==> src/verilog/hc_regs_pkg.sv <==
// register map, field layout, timing constants and carriers of the host block
package hc_regs_pkg;

  localparam int ADDR_W = 8;
  localparam int DATA_W = 32;

  // byte offsets of the software-visible registers
  localparam logic [7:0] OFS_HOST_COMMAND = 8'h20;
  localparam logic [7:0] OFS_HOST_STATUS = 8'h24;
  localparam logic [7:0] OFS_INTR_ENABLE_RSVD = 8'h28;
  localparam logic [7:0] OFS_FRAME_CONTROL = 8'h30;
  localparam logic [7:0] OFS_FRAME_INDEX = 8'h34;
  localparam logic [7:0] OFS_STATUS_MASK = 8'h38;

  // host_command fields
  localparam int CMD_RUN_STOP_BIT = 0;
  localparam int CMD_FULL_RESET_BIT = 1;
  localparam int CMD_LIGHT_RESET_BIT = 7;
  localparam logic [31:0] CMD_RESET_VALUE = 32'h0008_0b00;

  // host_status fields
  localparam int STS_PORT_CHANGE_BIT = 2;
  localparam int STS_ROLLOVER_BIT = 3;
  localparam logic [31:0] STS_FLAG_MASK = 32'h0000_000c;
  localparam logic [31:0] STS_RESET_VALUE = 32'h0000_0000;

  localparam logic [31:0] INTR_RSVD_RESET_VALUE = 32'h0000_0000;
  localparam logic [31:0] MASK_RESET_VALUE = 32'h0000_0000;

  // frame list size select and index wrap points
  localparam int FLS_W = 2;
  localparam logic [1:0] FLS_1024 = 2'h0;
  localparam logic [1:0] FLS_512 = 2'h1;
  localparam logic [1:0] FLS_256 = 2'h2;
  localparam logic [1:0] FLS_RESET_VALUE = 2'h0;
  localparam int FRAME_INDEX_W = 14;
  localparam logic [13:0] WRAP_1024 = 14'h1fff;
  localparam logic [13:0] WRAP_512 = 14'h0fff;
  localparam logic [13:0] WRAP_256 = 14'h07ff;

  // timing
  localparam int MICROFRAME_NS = 125000;
  localparam int CLK_PERIOD_NS = 25;
  localparam int MICROFRAME_CYCLES = MICROFRAME_NS / CLK_PERIOD_NS;
  localparam int RESET_HOLD_CYCLES = 16;

  typedef enum logic [2:0] {
    CTRL_IDLE = 3'b001,
    CTRL_FULL_RESET = 3'b010,
    CTRL_LIGHT_RESET = 3'b100
  } ctrl_state_t;

  typedef struct packed {
    logic [7:0] addr;
    logic [31:0] wdata;
    logic wr;
    logic rd;
  } reg_req_t;

endpackage : hc_regs_pkg

==> src/verilog/usb_host_command_status_regs.sv <==
// command, status and interrupt register group of the host controller
//
// Functional notes
// RULE1 - command register at 20h, writes act as commands
// RULE2 - command resets with bits 19,11,9,8 set
// RULE3 - bit 0 runs or stops the schedule
// RULE4 - bit 1 resets the whole controller
// RULE5 - bit 7 light reset keeps port state
// RULE6 - bit 7 reads zero when not implemented
// RULE7 - software writes reserved bits with reset values
// RULE8 - status register at 24h, write one clears
// RULE9 - status holds controller events, no transactions
// RULE10 - status bit 3 set on index wrap
// RULE11 - status bit 2 set on port change
// RULE12 - reserved read/write enable register at 28h
// RULE13 - index advances each microframe, width follows size
// RULE14 - zero writes keep flags; reset bit self-clears
//
// The implementer's own choice: the plain strobed port.
module usb_host_command_status_regs #(
  parameter int NUM_PORTS = 1,
  parameter int MICROFRAME_CYCLES = hc_regs_pkg::MICROFRAME_CYCLES,
  parameter int RESET_HOLD_CYCLES = hc_regs_pkg::RESET_HOLD_CYCLES,
  parameter bit LIGHT_RESET_EN = 1'b1
) (
  input wire logic mclk, // core clock, 40 MHz
  input wire logic rst_b, // async reset, active low
  input wire hc_regs_pkg::reg_req_t req, // register bus request
  output logic [31:0] rdata, // read data, cycle after read strobe
  input wire logic [NUM_PORTS-1:0] port_status_change, // per-port change
  input wire logic [NUM_PORTS-1:0] companion_owned, // port given away
  input wire logic [NUM_PORTS-1:0] force_resume_rise, // resume seen
  output logic schedule_run, // schedule execution enabled
  output logic controller_reset, // controller logic held in reset
  output logic port_logic_reset, // port state held in reset
  output logic [13:0] frame_index, // current frame index
  output logic irq // level interrupt
);

  localparam int CNT_W = $clog2(RESET_HOLD_CYCLES + 1);
  localparam int UF_W = $clog2(MICROFRAME_CYCLES + 1);
  localparam logic [CNT_W-1:0] HOLD_LOAD =
    CNT_W'(RESET_HOLD_CYCLES - 1);
  localparam logic [UF_W-1:0] UF_LAST = UF_W'(MICROFRAME_CYCLES - 1);

  if (NUM_PORTS < 1 || NUM_PORTS > 15) begin : g_bad_ports
    $error("NUM_PORTS must lie between 1 and 15");
  end
  if (MICROFRAME_CYCLES < 2) begin : g_bad_uframe
    $error("MICROFRAME_CYCLES must be at least 2");
  end
  if (RESET_HOLD_CYCLES < 1) begin : g_bad_hold
    $error("RESET_HOLD_CYCLES must be at least 1");
  end

  // highest index value before wrap, per selected frame list size
  function automatic logic [13:0] wrap_point(input logic [1:0] fls);
    logic [13:0] w;
    w = hc_regs_pkg::WRAP_1024;
    case (fls)
      hc_regs_pkg::FLS_512: w = hc_regs_pkg::WRAP_512;
      hc_regs_pkg::FLS_256: w = hc_regs_pkg::WRAP_256;
      default: w = hc_regs_pkg::WRAP_1024;
    endcase
    return w;
  endfunction : wrap_point

  function automatic logic hit(input logic [7:0] addr, input logic [7:0] ofs);
    return addr == ofs;
  endfunction : hit

  hc_regs_pkg::ctrl_state_t state_reg;
  hc_regs_pkg::ctrl_state_t state_next;
  logic [CNT_W-1:0] hold_cnt_reg;
  logic [31:0] cmd_reg;
  logic [31:0] status_reg;
  logic [31:0] intr_rsvd_reg;
  logic [31:0] mask_reg;
  logic [1:0] fls_reg;
  logic [13:0] frame_index_reg;
  logic [UF_W-1:0] uf_cnt_reg;
  logic [31:0] rdata_reg;
  logic irq_reg;
  logic ctrl_rst_reg;
  logic port_rst_reg;

  logic idle;
  logic reset_done;
  logic wr_ok;
  logic cmd_write;
  logic start_full;
  logic start_light;
  logic uf_tick;
  logic [13:0] wrap;
  logic rollover_evt;
  logic port_evt;
  logic [31:0] status_set;
  logic [31:0] status_clr;
  logic [31:0] cmd_write_value;

  assign idle = state_reg == hc_regs_pkg::CTRL_IDLE;
  assign reset_done = !idle && hold_cnt_reg == '0;
  // writes during a reset sequence are dropped: the registers are being
  // forced back to their reset values and a late write would race that
  assign wr_ok = req.wr && idle;
  assign cmd_write = wr_ok && hit(req.addr, hc_regs_pkg::OFS_HOST_COMMAND);
  assign start_full =
    cmd_write && req.wdata[hc_regs_pkg::CMD_FULL_RESET_BIT]; // RULE4
  // full reset wins when software sets both reset bits at once
  assign start_light = cmd_write && LIGHT_RESET_EN && !start_full &&
    req.wdata[hc_regs_pkg::CMD_LIGHT_RESET_BIT]; // RULE5

  // value stored on a plain command write
  always_comb begin
    cmd_write_value = req.wdata; // RULE7
    if (!LIGHT_RESET_EN) begin
      cmd_write_value[hc_regs_pkg::CMD_LIGHT_RESET_BIT] = 1'b0; // RULE6
    end
  end

  // reset sequencer
  always_comb begin
    state_next = state_reg;
    case (state_reg)
      hc_regs_pkg::CTRL_IDLE: begin
        if (start_full) begin
          state_next = hc_regs_pkg::CTRL_FULL_RESET; // RULE4
        end else if (start_light) begin
          state_next = hc_regs_pkg::CTRL_LIGHT_RESET; // RULE5
        end
      end
      hc_regs_pkg::CTRL_FULL_RESET: begin
        if (reset_done) begin
          state_next = hc_regs_pkg::CTRL_IDLE;
        end
      end
      hc_regs_pkg::CTRL_LIGHT_RESET: begin
        if (reset_done) begin
          state_next = hc_regs_pkg::CTRL_IDLE;
        end
      end
      default: state_next = hc_regs_pkg::CTRL_IDLE;
    endcase
  end

  always_ff @(posedge mclk or negedge rst_b) begin
    if (!rst_b) begin
      state_reg <= hc_regs_pkg::CTRL_IDLE;
    end else begin
      state_reg <= state_next;
    end
  end

  always_ff @(posedge mclk or negedge rst_b) begin
    if (!rst_b) begin
      hold_cnt_reg <= '0;
    end else if (start_full || start_light) begin
      hold_cnt_reg <= HOLD_LOAD;
    end else if (!idle && hold_cnt_reg != '0) begin
      hold_cnt_reg <= hold_cnt_reg - CNT_W'(1);
    end
  end

  // reset outputs follow the sequencer; ports only see the full reset
  always_ff @(posedge mclk or negedge rst_b) begin
    if (!rst_b) begin
      ctrl_rst_reg <= 1'b0;
      port_rst_reg <= 1'b0;
    end else begin
      ctrl_rst_reg <= state_next != hc_regs_pkg::CTRL_IDLE; // RULE4
      port_rst_reg <=
        state_next == hc_regs_pkg::CTRL_FULL_RESET; // RULE5
    end
  end

  // host_command
  always_ff @(posedge mclk or negedge rst_b) begin
    if (!rst_b) begin
      cmd_reg <= hc_regs_pkg::CMD_RESET_VALUE; // RULE2
    end else if (reset_done) begin
      cmd_reg <= hc_regs_pkg::CMD_RESET_VALUE; // RULE14
    end else if (start_full) begin
      cmd_reg <= hc_regs_pkg::CMD_RESET_VALUE |
        (32'h1 << hc_regs_pkg::CMD_FULL_RESET_BIT); // RULE4
    end else if (start_light) begin
      cmd_reg <= hc_regs_pkg::CMD_RESET_VALUE |
        (32'h1 << hc_regs_pkg::CMD_LIGHT_RESET_BIT); // RULE5
    end else if (cmd_write) begin
      cmd_reg <= cmd_write_value; // RULE1
    end
  end

  // microframe timer runs only while the schedule is running
  assign uf_tick = idle && cmd_reg[hc_regs_pkg::CMD_RUN_STOP_BIT] &&
    uf_cnt_reg == UF_LAST; // RULE13

  always_ff @(posedge mclk or negedge rst_b) begin
    if (!rst_b) begin
      uf_cnt_reg <= '0;
    end else if (!idle || !cmd_reg[hc_regs_pkg::CMD_RUN_STOP_BIT]) begin
      uf_cnt_reg <= '0; // RULE3
    end else if (uf_cnt_reg == UF_LAST) begin
      uf_cnt_reg <= '0;
    end else begin
      uf_cnt_reg <= uf_cnt_reg + UF_W'(1); // RULE13
    end
  end

  assign wrap = wrap_point(fls_reg); // RULE13
  assign rollover_evt = uf_tick && (frame_index_reg & wrap) == wrap;

  // stopping keeps the index where it was, so a restart continues
  always_ff @(posedge mclk or negedge rst_b) begin
    if (!rst_b) begin
      frame_index_reg <= '0;
    end else if (!idle) begin
      frame_index_reg <= '0;
    end else if (uf_tick) begin
      frame_index_reg <= (frame_index_reg + 14'h1) & wrap; // RULE13
    end
  end

  // frame list size, own control register
  always_ff @(posedge mclk or negedge rst_b) begin
    if (!rst_b) begin
      fls_reg <= hc_regs_pkg::FLS_RESET_VALUE;
    end else if (!idle) begin
      fls_reg <= hc_regs_pkg::FLS_RESET_VALUE;
    end else if (wr_ok && hit(req.addr, hc_regs_pkg::OFS_FRAME_CONTROL)) begin
      fls_reg <= req.wdata[hc_regs_pkg::FLS_W-1:0];
    end
  end

  // only controller-level events reach the status flags
  assign port_evt = |(port_status_change & ~companion_owned) ||
    |force_resume_rise; // RULE11 RULE9

  always_comb begin
    status_set = '0;
    status_set[hc_regs_pkg::STS_ROLLOVER_BIT] = rollover_evt; // RULE10
    status_set[hc_regs_pkg::STS_PORT_CHANGE_BIT] = port_evt; // RULE11
  end

  // a one clears, a zero leaves the flag alone
  assign status_clr = (wr_ok && hit(req.addr, hc_regs_pkg::OFS_HOST_STATUS)) ?
    (req.wdata & hc_regs_pkg::STS_FLAG_MASK) : 32'h0; // RULE8 RULE14

  // set beats clear so an event in the clearing cycle survives
  always_ff @(posedge mclk or negedge rst_b) begin
    if (!rst_b) begin
      status_reg <= hc_regs_pkg::STS_RESET_VALUE;
    end else if (!idle) begin
      status_reg <= hc_regs_pkg::STS_RESET_VALUE;
    end else begin
      status_reg <= (status_reg & ~status_clr) | status_set; // RULE8
    end
  end

  // reserved enable register only stores what software writes
  always_ff @(posedge mclk or negedge rst_b) begin
    if (!rst_b) begin
      intr_rsvd_reg <= hc_regs_pkg::INTR_RSVD_RESET_VALUE;
    end else if (!idle) begin
      intr_rsvd_reg <= hc_regs_pkg::INTR_RSVD_RESET_VALUE;
    end else if (wr_ok &&
                 hit(req.addr, hc_regs_pkg::OFS_INTR_ENABLE_RSVD)) begin
      intr_rsvd_reg <= req.wdata; // RULE12
    end
  end

  always_ff @(posedge mclk or negedge rst_b) begin
    if (!rst_b) begin
      mask_reg <= hc_regs_pkg::MASK_RESET_VALUE;
    end else if (!idle) begin
      mask_reg <= hc_regs_pkg::MASK_RESET_VALUE;
    end else if (wr_ok && hit(req.addr, hc_regs_pkg::OFS_STATUS_MASK)) begin
      mask_reg <= req.wdata & hc_regs_pkg::STS_FLAG_MASK;
    end
  end

  // registered, so the line lags the flag by one cycle
  always_ff @(posedge mclk or negedge rst_b) begin
    if (!rst_b) begin
      irq_reg <= 1'b0;
    end else begin
      irq_reg <= |(status_reg & mask_reg);
    end
  end

  // read port; unmapped offsets and idle cycles return zero
  always_ff @(posedge mclk or negedge rst_b) begin
    if (!rst_b) begin
      rdata_reg <= '0;
    end else if (!req.rd) begin
      rdata_reg <= '0;
    end else begin
      case (req.addr)
        hc_regs_pkg::OFS_HOST_COMMAND: rdata_reg <= cmd_reg; // RULE6
        hc_regs_pkg::OFS_HOST_STATUS: rdata_reg <= status_reg; // RULE8
        hc_regs_pkg::OFS_INTR_ENABLE_RSVD: rdata_reg <= intr_rsvd_reg;
        hc_regs_pkg::OFS_FRAME_CONTROL: rdata_reg <= {30'h0, fls_reg};
        hc_regs_pkg::OFS_FRAME_INDEX: rdata_reg <= {18'h0, frame_index_reg};
        hc_regs_pkg::OFS_STATUS_MASK: rdata_reg <= mask_reg;
        default: rdata_reg <= '0;
      endcase
    end
  end

  assign rdata = rdata_reg;
  assign schedule_run = cmd_reg[hc_regs_pkg::CMD_RUN_STOP_BIT]; // RULE3
  assign controller_reset = ctrl_rst_reg;
  assign port_logic_reset = port_rst_reg;
  assign frame_index = frame_index_reg;
  assign irq = irq_reg;

endmodule : usb_host_command_status_regs

==> config.mk <==
export PLATFORM = sky130hd
export DESIGN_NAME = usb_host_command_status_regs
export DESIGN_NICKNAME = d
export VERILOG_FILES = /design/src/verilog/hc_regs_pkg.sv /design/src/verilog/usb_host_command_status_regs.sv
export SDC_FILE = /design/constraint.sdc
export NUM_CORES = 1
export LEC_CHECK = 0
export BUFFER_PORTS_ARGS = -buffer_cell sky130_fd_sc_hd__buf_2
export CAP_MARGIN = 10
export CORE_MARGIN = 2
export CORE_UTILIZATION = 35
export DETAILED_ROUTE_END_ITERATION = 6
export SETUP_SLACK_MARGIN = 0.1
export SLEW_MARGIN = 0
export SYNTH_ARGS = -nofsm -noshare
export SYNTH_HDL_FRONTEND = slang
export SYNTH_SLANG_ARGS = --single-unit
==> constraint.sdc <==
create_clock -name mclk -period 4.05 [get_ports mclk]
set_input_delay 0.2025 -clock mclk [delete_from_list [all_inputs] [get_ports mclk]]
set_output_delay 0.2025 -clock mclk [all_outputs]
set_load 0.02 [all_outputs]
; Yosys cells after proc, flatten, opt, wreduce, memory -nomap -nowiden
; Cells that the tools add are included.
; Widths: inputs -> output; s select.
[word_totals]
regBits = 200
output_inout_bits = 50
[classes]
muxes = 25
reduce_logical = 26
bitwise = 8
add_sub_neg = 3
eq_ne = 19
[op_table]
columns = op, n
row1 = $mux 32, 10
row2 = $pmux 32 s6, 1
row3 = $and 32x32->32, 2
row4 = $eq 8x6->1 const B, 6
row5 = $not 4->32, 1
row6 = $or 32x4->32, 1
row7 = $reduce_or 32->1, 1
row8 = $and 14x14->14, 2
row9 = $mux 14, 2
row10 = $mux 13, 2
row11 = $pmux 13 s2, 1
row12 = $add 14x1->14 const B, 1
row13 = $eq 14x14->1, 1
row14 = $logic_and 1x1->1, 14
row15 = $add 13x1->13 const B, 1
row16 = $eq 13x13->1 const B, 1
row17 = $mux 5, 2
row18 = $mux 3, 3
row19 = $ne 2x1->1 const B, 4
row20 = $eq 3x2->1 const B, 2
row21 = $pmux 3 s2, 1
row22 = $logic_not 5->1, 1
row23 = $reduce_bool 5->1, 1
row24 = $sub 5x1->5 const B, 1
row25 = 14 further kinds, 19

; Longest topological paths before layout
[depth]
word_depth = 11
depth_mapped = 7
depth_no_buf = 6

; Worst setup path before layout
; No wires, ideal clock.
[synth_path]
kind = register to register
from = register hold_cnt_reg[0]
to = register cmd_reg[10]
period_less_slack_ps = 1760
required_ps = 3926
path_slack_ps = 2290
arrival_ps = 1637
stages_incl_launch_ff = 8
setup_ps = 124
path_cell_list = dfrtp_1 -> inv_1 -> ha_1 -> or4b_1 -> clkbuf_1 -> o22ai_2 -> buf_2 -> a21oi_1
[synth_between]
elab_chain_cells = 3
word_cells_on_any_way = 4
[synth_lines]
columns = element, line
row1 = start: declaration, usb_host_command_status_regs.sv:74  ; logic [CNT_W-1:0] hold_cnt_reg;
row2 = start signal: assignment, usb_host_command_status_regs.sv:160  ; hold_cnt_reg <= hold_cnt_reg - CNT_W'(1);
row3 = $logic_not 5->1 *, usb_host_command_status_regs.sv:102  ; assign reset_done = !idle && hold_cnt_reg == '0;
row4 = $logic_and 1x1->1 *, usb_host_command_status_regs.sv:102
row5 = $reduce_bool 4->1 (no line) or $mux 32 (tied branches), -
row6 = end signal: assignment, usb_host_command_status_regs.sv:179  ; cmd_reg <= hc_regs_pkg::CMD_RESET_VALUE;
row7 = end signal: assignment, usb_host_command_status_regs.sv:181  ; cmd_reg <= hc_regs_pkg::CMD_RESET_VALUE;
row8 = end signal: assignment, usb_host_command_status_regs.sv:183  ; cmd_reg <= hc_regs_pkg::CMD_RESET_VALUE |
row9 = end: declaration, usb_host_command_status_regs.sv:75  ; logic [31:0] cmd_reg;
; Every way passes the cells marked *; elsewhere a longest branch is shown, timed or not.
; A chain may end at the register's enable or synchronous reset.

; Final worst setup path
[layout_path]
from = register state_reg[0]
to = register cmd_reg[12]
[layout_between]
elab_chain_cells = 10
word_cells_on_any_way = 13
[layout_lines]
columns = element, line
row1 = start: declaration, usb_host_command_status_regs.sv:72  ; hc_regs_pkg::ctrl_state_t state_reg;
row2 = start signal: assignment, usb_host_command_status_regs.sv:148  ; state_reg <= hc_regs_pkg::CTRL_IDLE;
row3 = start signal: assignment, usb_host_command_status_regs.sv:150  ; state_reg <= state_next;
row4 = $eq 3x1->1 *, usb_host_command_status_regs.sv:101  ; assign idle = state_reg == hc_regs_pkg::CTRL_IDLE;
row5 = $logic_and 1x1->1, usb_host_command_status_regs.sv:105  ; assign wr_ok = req.wr && idle;
row6 = $logic_and 1x1->1, usb_host_command_status_regs.sv:106  ; assign cmd_write = wr_ok && hit(req.addr, hc_regs_pkg::OFS_HOST_COMMAND);
row7 = $logic_and 1x1->1, usb_host_command_status_regs.sv:108  ; cmd_write && req.wdata[hc_regs_pkg::CMD_FULL_RESET_BIT];
row8 = $logic_not 1->1, usb_host_command_status_regs.sv:110  ; assign start_light = cmd_write && LIGHT_RESET_EN && !start_full &&
row9 = $logic_and 1x1->1 (2 in a row), usb_host_command_status_regs.sv:110
row10 = $mux 32, usb_host_command_status_regs.sv:185  ; end else if (start_light) begin
row11 = $mux 32, usb_host_command_status_regs.sv:182  ; end else if (start_full) begin
row12 = $mux 32, usb_host_command_status_regs.sv:180  ; end else if (reset_done) begin
row13 = end signal: assignment, usb_host_command_status_regs.sv:181
row14 = end signal: assignment, usb_host_command_status_regs.sv:183
row15 = end signal: assignment, usb_host_command_status_regs.sv:186  ; cmd_reg <= hc_regs_pkg::CMD_RESET_VALUE |
; Marked as above.

==> metrics.txt <==
status=finished clean; IO Pins=97; Reg-to-Reg End=cmd_reg[12]; CTS tree=yes; peak supply drop=0.3239 mV; sequential area share after synthesis=0.5612; CTS max path bufs=2; first-pass GRT wire length=26.15 mm; die area=0.01882 mm²; final setup margin=1689 ps; clock tree root buffer cell=clkbuf_16; overall die width=137.2 µm; number of distinct library cells after synthesis=49; filler instances=1,643; CTS Buf Count=17; Top Metal Used=met4; crit-path max cell delay=600 ps; # Max-Cap Violations=0; most frequent cells in the layout=146 x nand2_1, 134 x dfrtp_1, 94 x buf_2; Least-Margin Pin Slew=958.1 ps; initial antenna violation count=1; critical path endpoint category=flop; final wirelength=16.44 mm; critical path endpoint=cmd_reg[12]; drt drc=0; Main synth FF type=dfrtp_1; yosys warns=0; critical path arrival=2700 ps; worst-skew pair later-pin latency=420 ps; Post-CTS Setup Inserts=0; Cell Rows=48; final setup vio count=0; CP Launch Point=state_reg[0]; fin crit period=2361 ps; cts repair resizes=0; Mean Syn Cell Area=9.764 µm²; crit path cell chain=nor3b_4, and4_1, buf_4, nand2_1, a21oi_1; R2R cell count=5; Storage cell area=0.003485 mm²; worst slack, placed=1728 ps; violation count after the first detailed-route iteration=446; GRT overflow=0; WL met2=7.963 mm; clock sinks=139; final hold viol count=0; hold wc startpoint=req[7]; worst flop-to-flop path startpoint=state_reg[0]; relative slew slack=0.3613; WP data required=4390 ps; Tot GR Track Use=0.1809; layout cells sized above 1=0.2063; dpl hpwl=10.95 mm; Slew Limit Fails=0; CP max stage cell=and4_1; cts hold-fix bufs=20; Final ANT Viol Nets=0; Critical Path Start Type=flop; number of port buffers=95; area grow syn2layout=24.60%; #FFs+latches synth=139; Via-to-Cell Ratio=5.303; fin nets=795; Clk network pwr share=0.512; Sum Neg Setup Slack=0 ps; Synth area leaders=dfrtp_1 54%, nand2_1 8.8%, nand3_1 3.9%; PD cells=423.8 mW/mm²; EDFF count, synth=0; Net Count, Synth=688; Hold Crit Class=input port to flop; clock skew=9.198 ps; Sw Share=0.2195; core area=0.01730 mm²; met1 wire length=6.968 mm; crit share post-route=0.5829; Starting Density=0.3590; CTS clk-pin slew, worst paths=60 ps; Leak Pwr=3.661 nW; Power Internal=2.560 mW; routed len/inst=16.74 µm; Detailed Routing Iterations Pass 1=5; met3 wire length=1.131 mm; area leader, netlist=dfrtp_1; Max Fclk=423.6 MHz; commonest non-fill, non-tap cell in the layout=nand2_1; Flop pwr share=0.443; DR vias=5,208; vias in the first global route=5,113; largest net degree at the start of global routing=69; Synth top area share=0.5400; Syn Inst Count=636; die height=137.2 µm; routability cong.=0.8526; unrepaired setup endpoints after global routing=false; reg2reg setup slack=1690 ps; ys async rst share=1.000; Multi-input gate area=0.002507 mm²; net switching power=0.7197 mW; Synth Cell Area=0.006210 mm²; crit path kind=flop to flop; # H-tree levels=4; CP Max Fanout=22; Logic pwr share=0.045
[synthesized netlist by cell type, types with 5 or more instances]
library cell / number
dfstp_2: 5
inv_1: 10
dfrtp_1: 134
and3_1: 7
mux2i_1: 6
a21oi_1: 41
ha_1: 5
nand4_1: 12
xnor2_1: 10
a22oi_1: 19
nor3_1: 6
nand2_1: 146
o21ai_0: 10
nor2_1: 59
nand3b_1: 9
or3_1: 5
clkbuf_1: 16
nand3_1: 48
a222oi_1: 11
buf_2: 17
xor2_1: 5
[worst min path at each step]
stage               depth (start not counted)                end
floorplan                                   0         cmd_reg[0]
global placement                            1  intr_rsvd_reg[28]
detailed placement                          1  intr_rsvd_reg[28]
CTS                                         3  intr_rsvd_reg[21]
global route                                3  intr_rsvd_reg[31]
finish                                      3   intr_rsvd_reg[5]
[area by class of cell]
type / instances / share of cell area
diodes: 1 / 0.0003234
clock buffers: 20 / 0.05902
clock inverters: 12 / 0.02426
inverters: 10 / 0.004851
multi-input cells: 447 / 0.3241
flip-flops and latches: 139 / 0.4504
well taps: 225 / 0.03638
repair buffers: 128 / 0.1007
[kinds of logic (layout without fill, tap and decap cells)]
| family | Yosys count | in the layout | share of synthesized area |
|---|---|---|---|
| multiplexers | 6 | 6 | 0.009672 |
| other | 1 | 2 | 0.0006039 |
| AND/OR/NAND/NOR | 321 | 321 | 0.2547 |
| adder cells (fa/ha/maj) | 5 | 5 | 0.01007 |
| flip-flops | 139 | 139 | 0.5612 |
| buffers and inverters | 50 | 170 | 0.03607 |
| AO/OA/AOI/OAI | 99 | 99 | 0.1066 |
| XOR/XNOR | 15 | 15 | 0.02116 |
[layer usage]
layer / vias to the layer above / global-route usage
met4: 0 / 0.06529
met5: - / 0
met1: 2574 / 0.2331
li1: 2432 / -
met2: 171 / 0.2927
met3: 31 / 0.04930
[critical path: cells and delay by family, from the launching register on]
kind / cells / cell delay (ps)
AND/OR/NAND/NOR: 3 / 1190
buffers and inverters: 1 / 370
AO/OA/AOI/OAI: 1 / 170
flip-flops: 1 / 540
[through the flow]
| stage | hold WS [ps] | util | power [mW] | cell area [µm²] | cells |
|---|---|---|---|---|---|
| 2_1_floorplan | -93.09 | - | 1.525 | 6210 | 636 |
| 3_3_place_gp | 245.5 | 0.3984 | 1.605 | 6890 | 929 |
| 3_5_place_dp | 256.7 | 0.3984 | 1.610 | 6890 | 929 |
| 4_1_cts | 0.6081 | 0.4472 | 3.310 | 7735 | 981 |
| 5_1_grt | 3.053 | 0.4473 | 3.396 | 7737 | 982 |
| 6_report | 12.97 | 0.4473 | 3.279 | 7737 | 982 |
[power by group through the flow]
stage               combinational (mW)  sequential (mW)  clock (mW)
floorplan                       0.0540             1.47           0
global placement                 0.130             1.47           0
detailed placement               0.134             1.48           0
CTS                              0.151             1.45        1.71
global route                     0.168             1.45        1.77
finish                           0.148             1.45        1.68
(Power assumes the default switching activity.)
